### config.mk
export PLATFORM = sky130hd
export DESIGN_NAME = gpio_expander
export DESIGN_NICKNAME = d
export VERILOG_FILES = /design/src/hdl/gpio_expander.v /design/src/hdl/shift_clock_divider.v
export VERILOG_INCLUDE_DIRS = /design/src /design/src/hdl
export SDC_FILE = /design/constraint.sdc
export NUM_CORES = 1
export LEC_CHECK = 0
export BUFFER_PORTS_ARGS = -buffer_cell sky130_fd_sc_hd__clkbuf_2
export CAP_MARGIN = 20
export CORE_MARGIN = 1
export CORE_UTILIZATION = 47
export CTS_BUF_LIST = sky130_fd_sc_hd__clkbuf_8
export CTS_CLUSTER_SIZE = 30
export DETAILED_ROUTE_END_ITERATION = 8
export PLACE_DENSITY = 0.74
export RECOVER_POWER = 50
export SYNTH_ARGS = -nofsm -noshare
export SYNTH_HDL_FRONTEND = slang
export SYNTH_SLANG_ARGS = --single-unit
export TNS_END_PERCENT = 1
### constraint.sdc
create_clock -name clk -period 5.25 [get_ports clk]
set_clock_uncertainty 0.1 [all_clocks]
set_input_delay 0.7875 -clock clk [delete_from_list [all_inputs] [get_ports clk]]
set_output_delay 0.7875 -clock clk [all_outputs]
set_load 0.005 [all_outputs]
### src/hdl/gpio_expander_consts.vh
`ifndef GPIO_EXPANDER_CONSTS_VH
`define GPIO_EXPANDER_CONSTS_VH
`define PINS_PER_CHIP 8
`define MAX_CHIPS 8
`define MAX_PINS 64
`define CHAIN_CNT_W 7
`define SCLK_HALF_NS 200
`define CLK_PERIOD_NS 50
`define STROBE_LOW 1'h0
`define CHAIN_RESET_ACTIVE 1'h0
`define SCLK_IDLE 1'h0
`endif

### src/hdl/gpio_expander.v
// How it works
// RULE1: pins come in groups of eight, each chip one direction.
// RULE2: chain holds at most eight chips, sixty-four pins total.
// RULE3: chain reset held low until run bit is one.
// RULE4: load strobe held low until run bit is one.
// RULE5: shift clock static until run bit is one.
// RULE6: data out, strobe, reset, clock driven; data in sampled.
// RULE7: one bit per shift clock; one strobe per full chain transfer.
`timescale 1ns/1ps
`default_nettype none
`include "gpio_expander_consts.vh"
module gpio_expander #(
  parameter OUT_CHIPS = 2, // output chips in chain
  parameter IN_CHIPS = 2 // input chips in chain
) (
  input wire clk, // 20 MHz system clock
  input wire rst, // synchronous reset, active high
  input wire controller_run_bit, // software run bit
  input wire [`MAX_PINS-1:0] out_pins, // values for expanded outputs
  output reg [`MAX_PINS-1:0] in_pins, // captured expanded inputs
  output reg frame_done, // one-cycle pulse per full transfer
  output reg expander_serial_out, // serial data to chain
  output reg expander_load_strobe, // latch/capture strobe
  input wire expander_serial_in, // serial data from chain
  output reg expander_chain_reset_n, // chain reset, active low
  output reg expander_shift_clock // shift clock to chain
);
  localparam OUT_BITS = OUT_CHIPS * `PINS_PER_CHIP; // RULE1
  localparam IN_BITS = IN_CHIPS * `PINS_PER_CHIP; // RULE1
  localparam RAW_LEN = (OUT_BITS > IN_BITS) ? OUT_BITS : IN_BITS;
  localparam LEN = (RAW_LEN > `MAX_PINS) ? `MAX_PINS : RAW_LEN; // RULE2
  localparam HALF = (`SCLK_HALF_NS + `CLK_PERIOD_NS - 1) / `CLK_PERIOD_NS;
  localparam S_IDLE = 3'h1;
  localparam S_SHIFT = 3'h2;
  localparam S_LOAD = 3'h4;

  // frame sequencing
  reg [2:0] state_q;
  reg [2:0] state_d;
  reg [`CHAIN_CNT_W-1:0] bit_q;
  reg [`CHAIN_CNT_W-1:0] bit_d;

  // outgoing and incoming shift words
  reg [`MAX_PINS-1:0] tx_q;
  reg [`MAX_PINS-1:0] tx_d;
  reg [`MAX_PINS-1:0] rx_q;
  reg [`MAX_PINS-1:0] rx_d;
  reg [`MAX_PINS-1:0] in_pins_d;
  reg frame_done_d;

  // next values of the chain pins
  reg serial_out_d;
  reg load_strobe_d;
  reg chain_reset_n_d;
  reg shift_clock_d;

  // serial input synchroniser and delayed run bit
  reg din_s1_q;
  reg din_s2_q;
  reg run_q;

  wire tick;
  wire start_frame;
  wire last_bit;
  wire sclk_low;

  // moves a word up one place and fills the freed low bit
  function [`MAX_PINS-1:0] shift_up;
    input [`MAX_PINS-1:0] word;
    input fill;
    begin
      shift_up = {word[`MAX_PINS-2:0], fill};
    end
  endfunction

  // run must be seen on two edges, so the chain leaves reset before the first shift
  assign start_frame = controller_run_bit && run_q; // RULE3
  assign last_bit = (bit_q == LEN[`CHAIN_CNT_W-1:0] - 1'h1); // RULE1 RULE2
  assign sclk_low = !expander_shift_clock;

  // half-period enable; stopped while the run bit is low
  shift_clock_divider #(.HALF_CYCLES(HALF)) u_div (
    .clk(clk),
    .rst(rst),
    .run(run_q),
    .tick(tick)
  );

  // two-flop synchroniser on the serial input
  always @(posedge clk) begin
    din_s1_q <= expander_serial_in; // RULE6
    din_s2_q <= din_s1_q;
  end

  always @(posedge clk) begin
    if (rst) begin
      run_q <= 1'h0;
    end else begin
      run_q <= controller_run_bit;
    end
  end

  always @* begin
    state_d = state_q;
    bit_d = bit_q;
    tx_d = tx_q;
    rx_d = rx_q;
    in_pins_d = in_pins;
    frame_done_d = 1'h0;
    serial_out_d = expander_serial_out;
    load_strobe_d = expander_load_strobe;
    chain_reset_n_d = expander_chain_reset_n;
    shift_clock_d = expander_shift_clock;
    case (state_q)
      S_IDLE: begin
        shift_clock_d = `SCLK_IDLE; // RULE5
        load_strobe_d = `STROBE_LOW; // RULE4
        chain_reset_n_d = controller_run_bit; // RULE3
        if (start_frame) begin
          tx_d = out_pins;
          bit_d = {`CHAIN_CNT_W{1'h0}};
          serial_out_d = out_pins[LEN-1]; // RULE6
          state_d = S_SHIFT;
        end
      end
      S_SHIFT: begin
        if (!controller_run_bit) begin
          // abort: park the clock low and put the chain back in reset
          shift_clock_d = `SCLK_IDLE; // RULE5
          chain_reset_n_d = `CHAIN_RESET_ACTIVE; // RULE3
          state_d = S_IDLE;
        end else if (tick) begin
          shift_clock_d = ~expander_shift_clock; // RULE7
          if (sclk_low) begin
            // the chain shifts on this rise, so take the bit it showed before it
            rx_d = shift_up(rx_q, din_s2_q); // RULE6
          end else begin
            // new data settles a full half period ahead of the next rise
            tx_d = shift_up(tx_q, 1'h0);
            serial_out_d = tx_q[LEN-2]; // RULE7
            if (last_bit) begin
              load_strobe_d = 1'h1; // RULE7
              state_d = S_LOAD;
            end else begin
              bit_d = bit_q + 1'h1;
            end
          end
        end
      end
      S_LOAD: begin
        // strobe stands one half period, then the captured word is handed over
        if (tick) begin
          load_strobe_d = `STROBE_LOW;
          in_pins_d = rx_q;
          frame_done_d = 1'h1;
          state_d = S_IDLE;
        end
      end
      default: begin
        state_d = S_IDLE;
      end
    endcase
  end

  always @(posedge clk) begin
    if (rst) begin
      state_q <= S_IDLE;
      bit_q <= {`CHAIN_CNT_W{1'h0}};
    end else begin
      state_q <= state_d;
      bit_q <= bit_d;
    end
  end

  always @(posedge clk) begin
    if (rst) begin
      tx_q <= {`MAX_PINS{1'h0}};
      rx_q <= {`MAX_PINS{1'h0}};
    end else begin
      tx_q <= tx_d;
      rx_q <= rx_d;
    end
  end

  always @(posedge clk) begin
    if (rst) begin
      in_pins <= {`MAX_PINS{1'h0}};
      frame_done <= 1'h0;
    end else begin
      in_pins <= in_pins_d;
      frame_done <= frame_done_d;
    end
  end

  // chain pins stay quiet from reset until the run bit arrives
  always @(posedge clk) begin
    if (rst) begin
      expander_serial_out <= 1'h0;
    end else begin
      expander_serial_out <= serial_out_d; // RULE6
    end
  end

  always @(posedge clk) begin
    if (rst) begin
      expander_load_strobe <= `STROBE_LOW; // RULE4
    end else begin
      expander_load_strobe <= load_strobe_d;
    end
  end

  always @(posedge clk) begin
    if (rst) begin
      expander_chain_reset_n <= `CHAIN_RESET_ACTIVE; // RULE3
    end else begin
      expander_chain_reset_n <= chain_reset_n_d;
    end
  end

  always @(posedge clk) begin
    if (rst) begin
      expander_shift_clock <= `SCLK_IDLE; // RULE5
    end else begin
      expander_shift_clock <= shift_clock_d;
    end
  end
endmodule
`default_nettype wire

### src/hdl/shift_clock_divider.v
`timescale 1ns/1ps
`default_nettype none
`include "gpio_expander_consts.vh"
module shift_clock_divider #(
  parameter HALF_CYCLES = 4
) (
  input wire clk, // system clock
  input wire rst, // synchronous reset
  input wire run, // enables counting
  output reg tick // one-cycle pulse every half shift period
);
  reg [15:0] cnt_q;
  always @(posedge clk) begin
    if (rst || !run) begin
      cnt_q <= 16'h0000;
      tick <= 1'h0;
    end else if (cnt_q == HALF_CYCLES[15:0] - 16'h0001) begin
      cnt_q <= 16'h0000;
      tick <= 1'h1;
    end else begin
      cnt_q <= cnt_q + 16'h0001;
      tick <= 1'h0;
    end
  end
endmodule
`default_nettype wire

==> qor_table.md, run 1 <==
| Stage | Quantity | Reported |
|:---|:---|:---|
| outcome | Run status | finished, violations left |
| outcome | Failing checks | capacitance limit, slew limit |
| power | Switching share of power | 0.216 |
| global route | Antenna violations before repair | 0 |
| setup path | Cell chain of the critical path | nand2b_1, nor3b_1, clkbuf_1, nand2_1, a21oi_1 |
| cells and area | Ant. Diodes | 0 |
| power | Worst IR drop on VDD | 191 µV |
| floorplanning | Die Ht | 122 µm |
| setup path | Type of element launching the critical path | flop |
| placement | Final estimated routing congestion in global placement | 0.801 |
| setup path | Endpoint of the worst setup timing path | in_pins[36] |
| detailed routing | Final wirelength | 13.0 mm |
| power | Clk pwr share | 0.419 |
| synth | Post-synthesis sequential element count | 178 |
| global route | Number of global-route vias before repair | 4948 |
| setup path | Stage delay of the slowest cell on the critical path | 2.02 ns |
| setup path | Worst flop-to-flop path startpoint | state_q[2] |
| placement | Count of input and output buffers | 88 |
| synth | Cell taking the most area after synthesis | dfxtp_1 |
| setup path | Max FO, Critical Path | 64 |
| cells and area | Non-filler cells, final | 1064 |
| power | PwrDens | 326 nW/µm² |
| detailed routing | Count of TritonRoute iterations in the first routing pass | 6 |
| global route | Global-route wire length before repair | 21.7 mm |
| flow run | Max-cap check violation count | 1 |
| cells and area | Share of post-route cells with drive strength above 1 | 0.0973 |
| floorplanning | Floorplan Core Area | 14000 µm² |
| setup path | Critical path origin | state_q[2] |
| sta | Sum of negative setup slack | 0 ns |
| placement | Number of cells after detailed placement | 1033 |
| synth | Primary FF master, synth | dfxtp_1 |
| power | Standby leakage power | 0.00257 µW |
| sta | Final critical-path share of the clock period | 0.665 |
| sta | Max frequency | 287 MHz |
| sta | Final Max Slew Viols | 65 |
| placement | Post-Place Setup Slack | 2.33 ns |
| synth | Gate count after technology mapping | 815 |
| setup path | Register-to-register path setup slack | 1.76 ns |
| power | Reported net switching power | 530 µW |
| setup path | Worst Reg-to-Reg Cells | 5 |
| synth | Mean instance size in the synthesized netlist | 8.31 µm² |
| cells and area | Post-layout utilization of the core | 0.539 |
| sta | Final Hold Vio Count | 0 |
| synth | Netlist Area Pre-Place | 6780 µm² |
| detailed routing | Drt via density | 5.10 |
| synth | Portion of the post-synthesis area used by sequential elements | 0.526 |
| setup path | Critical path buffers and inverters | 1 |
| clock tree | CTS Root Cell | clkbuf_8 |
| sta | Worst Max-Slew Pin Slew | 2.81 ns |
| synth | Largest cells by area after synthesis | dfxtp_1 53%, nand2_1 15%, a21oi_1 10%, mux2i_1 2.4%, buf_6 2.3% |
| power | Seq pwr share | 0.557 |
| global route | GRT Residual Overflow | 0 |
| cells and area | Final-stage net count | 942 |
| floorplanning | Chip Width | 122 µm |
| clock tree | Hold buffer count at CTS | 0 |
| synth | Most numerous cell in the Yosys netlist | nand2_1 |
| synth | Synthesized netlist net count | 885 |
| setup path | Number of gates on the worst path with buffers counted | 5 |
| detailed routing | First DRT Iteration DRCs | 380 |
| cells and area | Area growth from synthesis to layout | 11.2% |
| power | Internal Pwr Total | 1930 µW |
| synth | Most frequent cells after synthesis | 265 x nand2_1, 178 x dfxtp_1, 140 x a21oi_1 |
| worst hold path | Worst hold start | din_s1_q |
| synth | Count of distinct cell types in the synthesized netlist | 46 |
| setup path | Critical-path cell with the highest stage delay | clkbuf_1 |
| detailed routing | DRC Markers | 0 |
| floorplanning | Initial Utilization | 0.484 |
| sta | Number of endpoints failing setup at the final stage | 0 |
| sta | Setup slack after layout | 1.76 ns |
| sta | Tmin final | 3.49 ns |
| setup path | Required arrival time at the worst endpoint | 5.55 ns |
| global route | Total GRT Usage | 0.183 |
| setup path | Worst reg2reg path endpoint | in_pins[36] |
| detailed routing | DRT antenna net count | 0 |
| clock tree | Number of setup buffers added after CTS | 0 |
| synth | Synth warn | 0 |
| clock tree | Count of clock tree sinks | 178 |
| clock tree | H-tree lvl count | 4 |
| setup path | Critical Setup Path Class | reg2reg |
| setup path | Data arrival time of the worst path | 3.79 ns |
| clock tree | Clock tree from TritonCTS | yes |
| synth | Post-synth EDFFs | 0 |
| floorplanning | Standard-cell row count | 43 |
| detailed routing | Wire length per cell | 12.2 µm |
| power | Proportion of power drawn by combinational gates | 0.025 |
| floorplanning | # IOs | 137 |
| clock tree | CTS-repair resized insts | 0 |
| floorplanning | Die area | 14900 µm² |
| sta | Relative slew slack | -0.873 |
| synth | FFs w/ async S/R, synth | 0 |
| clock tree | Clock transition at path regs | 0.09 ns |
| clock tree | Buffers from clock root to sink, at most | 2 |
| clock tree | Later-pin clock latency in the skew report | 0.47 ns |
| sta | Setup repair after global routing missed its margin | false |
| detailed routing | Via Count | 5422 |
| setup path | Type of destination of the critical path | flop |
| clock tree | Cts bufs inserted | 17 |
| synth | Share of the synthesized area in the top cell type | 0.526 |
| worst hold path | Hold crit path type | reg2reg |
| setup path | Worst path top cell family by delay | buffers and inverters |
| global route | Maximum number of pins on one net before global-route repair | 90 |
| placement | DPL Wire Length | 7.84 mm |
[cells in the final DEF (no fill, tap or decap), drive strengths merged, types with 3 or more instances in the layout]
cell type  Yosys  final
a211oi        17     17
o21ai          4      4
nand3         12     12
nor4           7      7
clkinv         0      4
or3            5      5
a21oi        140    140
nor2          39     39
nand2b         8      8
nand3b         3      3
nor3           7      7
xor2           9      9
nand2        266    266
nor2b          9      9
mux2i         16     16
dfxtp        178    178
bufinv         0      4
xnor2          6      6
buf           36      7
clkbuf        20    106
nand4          6      6
inv            3      7
[cell families (layout without fill, tap and decap cells)]
| family | Yosys count | in the layout | share of synthesized area |
|---|---|---|---|
| flops | 178 | 178 | 0.526 |
| buf+inv | 59 | 128 | 0.0521 |
| compound gates | 172 | 172 | 0.139 |
| simple gates | 373 | 373 | 0.236 |
| xor+xnor | 15 | 15 | 0.0194 |
| fa+ha+maj | 2 | 2 | 0.00369 |
| mux | 16 | 16 | 0.0236 |
[area by class of cell]
| class | instances | area (µm²) |
|---|---|---|
| fillers | 1402 | 6450 |
| flip-flops and latches | 178 | 3560 |
| multi-input cells | 578 | 2860 |
| repair buffers | 94 | 437 |
| clock buffers | 19 | 262 |
| well taps | 180 | 225 |
| clock inverters | 12 | 180 |
| inverters | 3 | 11.3 |
[registers in the layout (all words and copies together), names as in the netlist]
register / flops
in_pins: 64
expander_serial_out: 1
din_s2_q: 1
din_s1_q: 1
u_div.cnt_q: 16
u_div.tick: 1
bit_q: 7
tx_q: 15
expander_shift_clock: 1
rx_q: 64
run_q: 1
state_q: 3
expander_chain_reset_n: 1
expander_load_strobe: 1
frame_done: 1
[how the worst min path moves through the flow]
stage	to	depth (start not counted)	slack, ns
after floorplan	din_s2_q	0	0.21
after global placement	din_s2_q	0	0.21
after detailed placement	din_s2_q	0	0.21
after CTS	din_s2_q	0	0.23
after global routing	din_s2_q	0	0.23
final	din_s2_q	0	0.23
[layer usage]
layer	global-route usage	part of all wire	vias to the layer above
li1	-	-	2831
met1	0.225	0.48	2484
met2	0.300	0.46	90
met3	0.0478	0.046	17
met4	0.0846	0.017	0
met5	0	0	-
[stage by stage]
stage               total power (µW)  hold WS, ns  cell area, µm²
finish                          2460        0.232            7540
global route                    2550        0.232            7540
CTS                             2490        0.231            7610
detailed placement              1460        0.212            7160
global placement                1460        0.211            7150
floorplan                       1440        0.210            6780
[power by group through the flow]
stage | Combinational, µW | Clock (µW) | Sequential [µW]
6_report | 60.5 | 1030 | 1370
5_1_grt | 68.7 | 1110 | 1370
4_1_cts | 61.9 | 1060 | 1370
3_5_place_dp | 62.0 | 0 | 1400
3_3_place_gp | 60.6 | 0 | 1400
2_1_floorplan | 49.0 | 0 | 1390
(Power assumes the default switching activity.)
==> inputs of run 2 (changes only) <==
==> constraint.sdc (replaced) <==
create_clock -name clk -period 3.5 [get_ports clk]
set_clock_uncertainty 0.1 [all_clocks]
set_input_delay 0.525 -clock clk [delete_from_list [all_inputs] [get_ports clk]]
set_output_delay 0.525 -clock clk [all_outputs]
set_load 0.005 [all_outputs]
==> qor_table.md, run 2 (synthesis results as in run 1) <==
| Stage | Quantity | Reported | Delta |
|:---|:---|:---|:---|
| outcome | Run status | completed |  |
| clock tree | Clock tree from TritonCTS | yes |  |
| global route | Total GRT Usage | 0.189 | +0.00629 |
| clock tree | Count of clock tree sinks | 178 | unchanged |
| cells and area | Area growth from synthesis to layout | 10.1% |  |
| global route | Antenna violations before repair | 0 | unchanged |
| power | Internal Pwr Total | 2650 µW | +38% |
| detailed routing | DRC Markers | 0 | unchanged |
| worst hold path | Instance count along the most critical hold path | 1 | +1 |
| setup path | Worst flop-to-flop path startpoint | state_q[1] |  |
| detailed routing | Wire length per cell | 12.3 µm | +0.83% |
| floorplanning | Initial Utilization | 0.484 | unchanged |
| setup path | Cell chain of the critical path | nand4b_1, a21oi_2, clkbuf_1, nor2_1, a211oi_1 |  |
| power | Standby leakage power | 0.00252 µW | -1.9% |
| clock tree | Cts bufs inserted | 17 | unchanged |
| power | Reported net switching power | 764 µW | +44% |
| clock tree | CTS-repair resized insts | 0 | unchanged |
| floorplanning | Standard-cell row count | 43 | unchanged |
| global route | Number of global-route vias before repair | 4957 | +0.18% |
| sta | Final Hold Vio Count | 0 | unchanged |
| flow run | Max-cap check violation count | 0 | -1 |
| detailed routing | Count of TritonRoute iterations in the first routing pass | 4 | -2 |
| cells and area | Share of post-route cells with drive strength above 1 | 0.0948 | -0.00248 |
| sta | Setup repair after global routing missed its margin | false |  |
| global route | GRT Residual Overflow | 0 | unchanged |
| sta | Worst Max-Slew Pin Slew | 1.46 ns | -1.35 ns |
| setup path | Required arrival time at the worst endpoint | 3.77 ns | -1.78 ns |
| placement | Final estimated routing congestion in global placement | 0.810 | +1.1% |
| detailed routing | Via Count | 5495 | +1.3% |
| placement | Placement Cell Area | 7180 µm² | +0.17% |
| setup path | Worst path top cell family by delay | buffers and inverters |  |
| setup path | Critical-path cell with the highest stage delay | clkbuf_1 |  |
| global route | Maximum number of pins on one net before global-route repair | 75 | -17% |
| setup path | Type of element launching the critical path | flop |  |
| setup path | Data arrival time of the worst path | 2.86 ns | -0.93 ns |
| placement | Post-Place Setup Slack | 1.07 ns | -1.25 ns |
| clock tree | CTS Root Cell | clkbuf_8 |  |
| floorplanning | Die Ht | 122 µm | unchanged |
| setup path | Critical path buffers and inverters | 1 | unchanged |
| sta | Worst Hold Margin | 0.0858 ns | -0.147 ns |
| sta | Final critical-path share of the clock period | 0.741 | +0.0761 |
| clock tree | Clock transition at path regs | 0.09 ns | about the same |
| clock tree | Hold buffer count at CTS | 0 | unchanged |
| setup path | Max FO, Critical Path | 31 | -52% |
| sta | Setup slack after layout | 0.908 ns | -0.853 ns |
| worst hold path | Worst-case hold path end point | din_s1_q |  |
| cells and area | Final-stage net count | 943 | +0.11% |
| power | Worst IR drop on VDD | 191 µV | +0.37% |
| floorplanning | Floorplan Core Area | 14000 µm² | unchanged |
| placement | Count of input and output buffers | 88 | unchanged |
| cells and area | Top library cells by usage in the layout, fill and taps aside | 266 x nand2_1, 178 x dfxtp_1, 139 x a21oi_1 |  |
| setup path | Worst Reg-to-Reg Cells | 5 | unchanged |
| sta | Sum of negative setup slack | 0 ns | unchanged |
| clock tree | Later-pin clock latency in the skew report | 0.46 ns | about the same |
| power | Seq pwr share | 0.600 | +0.043 |
| global route | Global-route wire length before repair | 22.5 mm | +3.3% |
| setup path | Critical Setup Path Class | reg2reg |  |
| detailed routing | First DRT Iteration DRCs | 465 | +22% |
| floorplanning | Die area | 14900 µm² | unchanged |
| clock tree | Buffers from clock root to sink, at most | 2 | unchanged |
| power | Clk pwr share | 0.374 | -0.045 |
| sta | Final Max Slew Viols | 0 | -100% |
| cells and area | Final design area excluding fillers | 7460 µm² | -1.0% |
| detailed routing | Final wirelength | 13.1 mm | +1.0% |
| sta | Number of endpoints failing setup at the final stage | 0 | unchanged |
| cells and area | Ant. Diodes | 0 | unchanged |
| cells and area | Commonest non-fill, non-tap cell in the layout | nand2_1 |  |
| sta | Relative slew slack | 0.0298 | +0.903 |
| clock tree | H-tree lvl count | 4 | unchanged |
| placement | DPL Wire Length | 7.86 mm | +0.29% |
| floorplanning | # IOs | 137 | unchanged |
| power | PwrDens | 458 nW/µm² | +41% |
| sta | Max frequency | 386 MHz | +35% |
| worst hold path | Hold crit path type | in2reg |  |
| power | Proportion of power drawn by combinational gates | 0.027 | +0.002 |
| floorplanning | Chip Width | 122 µm | unchanged |
| power | Switching share of power | 0.224 | +0.00775 |
| detailed routing | DRT antenna net count | 0 | unchanged |
| setup path | Worst reg2reg path endpoint | tx_q[13] |  |
| setup path | Stage delay of the slowest cell on the critical path | 0.87 ns | -1.15 ns |
| detailed routing | Drt via density | 5.15 | +1.2% |
| sta | Tmin final | 2.59 ns | -0.897 ns |
| setup path | Register-to-register path setup slack | 0.91 ns | -0.85 ns |
| cells and area | Registers with the highest flip-flop counts | in_pins (64), rx_q (64), u_div.cnt_q (16) |  |
| clock tree | Number of setup buffers added after CTS | 0 | unchanged |
| worst hold path | Worst hold start | expander_serial_in |  |
| setup path | Type of destination of the critical path | flop |  |
[run 2: area by class of cell]
cell class	count	area, µm²
Clock buffer	19	262
Fill cell	1396	6530
Multi-Input combinational cell	578	2870
Sequential cell	178	3560
Inverter	3	11.3
Timing Repair Buffer	95	437
Clock inverter	13	96.3
Tap cell	180	225
[run 2: worst max-delay path by stage]
stage | start | to | cells after the start
detailed placement | state_q[1] | rx_q[28] | 5
CTS | state_q[1] | rx_q[28] | 5
global route | state_q[1] | tx_q[14] | 5
floorplan | controller_run_bit | rx_q[38] | 8
global placement | state_q[1] | rx_q[1] | 4
finish | state_q[1] | tx_q[13] | 5
[run 2: metrics by stage]
step                power, µW  instances   util
floorplan                2170        815      -
global placement         2190       1033  0.512
detailed placement       2190       1034  0.513
CTS                      3470       1066  0.539
global route             3560       1066  0.533
finish                   3420       1066  0.533
[run 2: routing by layer]
metal | vias up | wire [µm] | part of all wire | global-route usage
met2 | 105 | 5960 | 0.45 | 0.303
met3 | 22 | 607 | 0.046 | 0.0506
li1 | 2843 | - | - | -
met5 | - | 0 | 0 | 0
met1 | 2525 | 6280 | 0.48 | 0.239
met4 | 0 | 276 | 0.021 | 0.0838
[run 2: power by group through the flow]
stage | clock network (µW) | logic [µW] | registers [µW]
final | 1280 | 90.7 | 2050
after global routing | 1410 | 102 | 2050
after CTS | 1330 | 93.5 | 2050
after detailed placement | 0 | 93.4 | 2100
after global placement | 0 | 92.5 | 2100
after floorplan | 0 | 73.6 | 2090
==> inputs of run 3 (changes only) <==
--- a/config.mk
+++ b/config.mk
@@ -13,7 +13,7 @@
 export CTS_BUF_LIST = sky130_fd_sc_hd__clkbuf_8
 export CTS_CLUSTER_SIZE = 30
 export DETAILED_ROUTE_END_ITERATION = 8
-export PLACE_DENSITY = 0.74
+export PLACE_DENSITY = 0.77
 export RECOVER_POWER = 50
 export SYNTH_ARGS = -nofsm -noshare
 export SYNTH_HDL_FRONTEND = slang
==> constraint.sdc (replaced) <==
create_clock -name clk -period 2.2 [get_ports clk]
set_clock_uncertainty 0.1 [all_clocks]
set_input_delay 0.33 -clock clk [delete_from_list [all_inputs] [get_ports clk]]
set_output_delay 0.33 -clock clk [all_outputs]
set_load 0.005 [all_outputs]
==> qor_table.md, run 3 (synthesis results as in run 1) <==
| Stage | Quantity | Reported | Delta |
|:---|:---|:---|:---|
| floorplanning | Die Ht | 122 µm | unchanged |
| power | Switching share of power | 0.211 | -0.0127 |
| worst hold path | Hold crit path type | in2reg |  |
| power | Worst IR drop on VDD | 274 µV | +43% |
| detailed routing | Count of TritonRoute iterations in the first routing pass | 5 | +1 |
| detailed routing | Final wirelength | 13.0 mm | -1.2% |
| setup path | Data arrival time of the worst path | 2.07 ns | -0.79 ns |
| global route | Maximum number of pins on one net before global-route repair | 68 | -9.3% |
| detailed routing | DRC Markers | 0 | unchanged |
| cells and area | Commonest non-fill, non-tap cell in the layout | nand2_1 |  |
| setup path | Critical-path cell with the highest stage delay | dfxtp_1 |  |
| global route | Number of global-route vias before repair | 4866 | -1.8% |
| setup path | Stage delay of the slowest cell on the critical path | 0.56 ns | -0.31 ns |
| setup path | Required arrival time at the worst endpoint | 2.38 ns | -1.39 ns |
| cells and area | Area growth from synthesis to layout | 12.5% |  |
| power | Proportion of power drawn by combinational gates | 0.027 | about the same |
| cells and area | Top library cells by usage in the layout, fill and taps aside | 265 x nand2_1, 178 x dfxtp_1, 139 x a21oi_1 |  |
| cells and area | Final-stage net count | 948 | +0.53% |
| sta | Worst Max-Slew Pin Slew | 1.34 ns | -0.111 ns |
| detailed routing | Drt via density | 5.10 | -1.0% |
| power | Seq pwr share | 0.567 | -0.033 |
| floorplanning | Standard-cell row count | 43 | unchanged |
| global route | GRT Residual Overflow | 0 | unchanged |
| sta | Tmin final | 1.89 ns | -0.698 ns |
| global route | Global-route wire length before repair | 21.9 mm | -2.6% |
| placement | Count of input and output buffers | 88 | unchanged |
| sta | Final Max Slew Viols | 0 | unchanged |
| floorplanning | # IOs | 137 | unchanged |
| setup path | Type of destination of the critical path | flop |  |
| clock tree | Buffers from clock root to sink, at most | 2 | unchanged |
| floorplanning | Die area | 14900 µm² | unchanged |
| detailed routing | DRT antenna net count | 0 | unchanged |
| global route | Total GRT Usage | 0.182 | -0.00713 |
| placement | Post-Place Setup Slack | 0.362 ns | -0.711 ns |
| detailed routing | Wire length per cell | 12.1 µm | -1.6% |
| detailed routing | First DRT Iteration DRCs | 378 | -19% |
| clock tree | Later-pin clock latency in the skew report | 0.46 ns | about the same |
| cells and area | Share of post-route cells with drive strength above 1 | 0.104 | +0.00957 |
| sta | Final Hold Vio Count | 0 | unchanged |
| clock tree | H-tree lvl count | 4 | unchanged |
| setup path | Max FO, Critical Path | 64 | +110% |
| sta | Sum of negative setup slack | 0 ns | unchanged |
| cells and area | Non-filler cells, final | 1071 | +0.47% |
| power | Standby leakage power | 0.00261 µW | +3.6% |
| global route | Antenna violations before repair | 0 | unchanged |
| sta | Setup repair after global routing missed its margin | false |  |
| placement | DPL Wire Length | 7.81 mm | -0.62% |
| sta | Number of endpoints failing setup at the final stage | 0 | unchanged |
| setup path | Critical Setup Path Class | reg2reg |  |
| cells and area | Ant. Diodes | 0 | unchanged |
| placement | Number of cells after detailed placement | 1038 | +0.39% |
| power | Clk pwr share | 0.405 | +0.031 |
| cells and area | Registers with the highest flip-flop counts | in_pins (64), rx_q (64), u_div.cnt_q (16) |  |
| clock tree | Clock tree from TritonCTS | yes |  |
| clock tree | Number of setup buffers added after CTS | 0 | unchanged |
| sta | Relative slew slack | 0.104 | +0.0741 |
| sta | Max frequency | 528 MHz | +37% |
| floorplanning | Chip Width | 122 µm | unchanged |
| power | Internal Pwr Total | 4530 µW | +71% |
| floorplanning | Floorplan Core Area | 14000 µm² | unchanged |
| floorplanning | Initial Utilization | 0.484 | unchanged |
| clock tree | CTS Root Cell | clkbuf_8 |  |
| power | Reported net switching power | 1210 µW | +58% |
| clock tree | Clock transition at path regs | 0.08 ns | about the same |
| sta | Setup slack after layout | 0.306 ns | -0.602 ns |
| clock tree | Count of clock tree sinks | 178 | unchanged |
| outcome | Run status | completed |  |
| power | PwrDens | 753 nW/µm² | +64% |
| flow run | Max-cap check violation count | 0 | unchanged |
| setup path | Cell chain of the critical path | nand2b_1, or3_2, buf_12, nand2_1, a21oi_1 |  |
| placement | Final estimated routing congestion in global placement | 0.806 | -0.46% |
| clock tree | Cts bufs inserted | 17 | unchanged |
| setup path | Type of element launching the critical path | flop |  |
| detailed routing | Via Count | 5464 | -0.56% |
| sta | Final critical-path share of the clock period | 0.861 | +0.120 |
[run 3: cell types whose count changed in the layout (fill, tap and decap cells not counted), sizes merged]
cell         change
clkinv           -1
clkinvlp         -3
buf              +6
dlygate4sd3      +1
bufinv           +2
[run 3: routing by layer]
layer / GRT usage / vias to the layer above / wire [µm]
met2: 0.301 / 105 / 5820
met5: 0 / - / 0
met1: 0.225 / 2503 / 6390
met4: 0.0770 / 0 / 230
met3: 0.0463 / 17 / 526
li1: - / 2839 / -
[run 3: area by class of cell]
cell class                 instances  area [µm²]
fill                            1351        6360
sequential                       178        3560
multi-input combinational        578        2860
timing repair buffer             100         537
clock buffer                      21         289
tap                              180         225
clock inverter                    11         134
inverter                           3        11.3
[run 3: what timing repair did]
action                                 4_1_cts  5_1_grt
resized for setup                            0        0
hold buffers                                 1        0
endpoints found under the hold margin        1        0
[run 3: worst max-delay path: cells and delay by family (launching register included)]
family	cells	cell delay (ns)
simple gates	3	0.76
flops	1	0.56
buf+inv	1	0.22
compound gates	1	0.07
[run 3: stage by stage]
step | util | power, µW | hold WS [ns] | cell area, µm²
after detailed placement | 0.520 | 3500 | 0.233 | 7270
after global routing | 0.545 | 5970 | 0.0289 | 7620
final | 0.545 | 5740 | 0.0370 | 7620
after floorplan | - | 3440 | 0.210 | 6780
after CTS | 0.551 | 5820 | 0.00698 | 7700
after global placement | 0.520 | 3490 | 0.233 | 7270
[run 3: power groups by stage]
stage	clock network [µW]	registers [µW]	logic [µW]
global placement	0	3330	160
global route	2530	3260	176
finish	2330	3260	158
floorplan	0	3330	117
detailed placement	0	3330	162
CTS	2400	3260	164
[run 3: final timing paths]
check,from,to,slack [ns],cells past startpoint
worst max-delay path,u_div.tick,rx_q[19],0.31,5
worst min register to register,din_s1_q,din_s2_q,0.25,0
worst min-delay path,out_pins[0],tx_q[0],0.04,3
worst max register to register,u_div.tick,rx_q[19],0.31,5
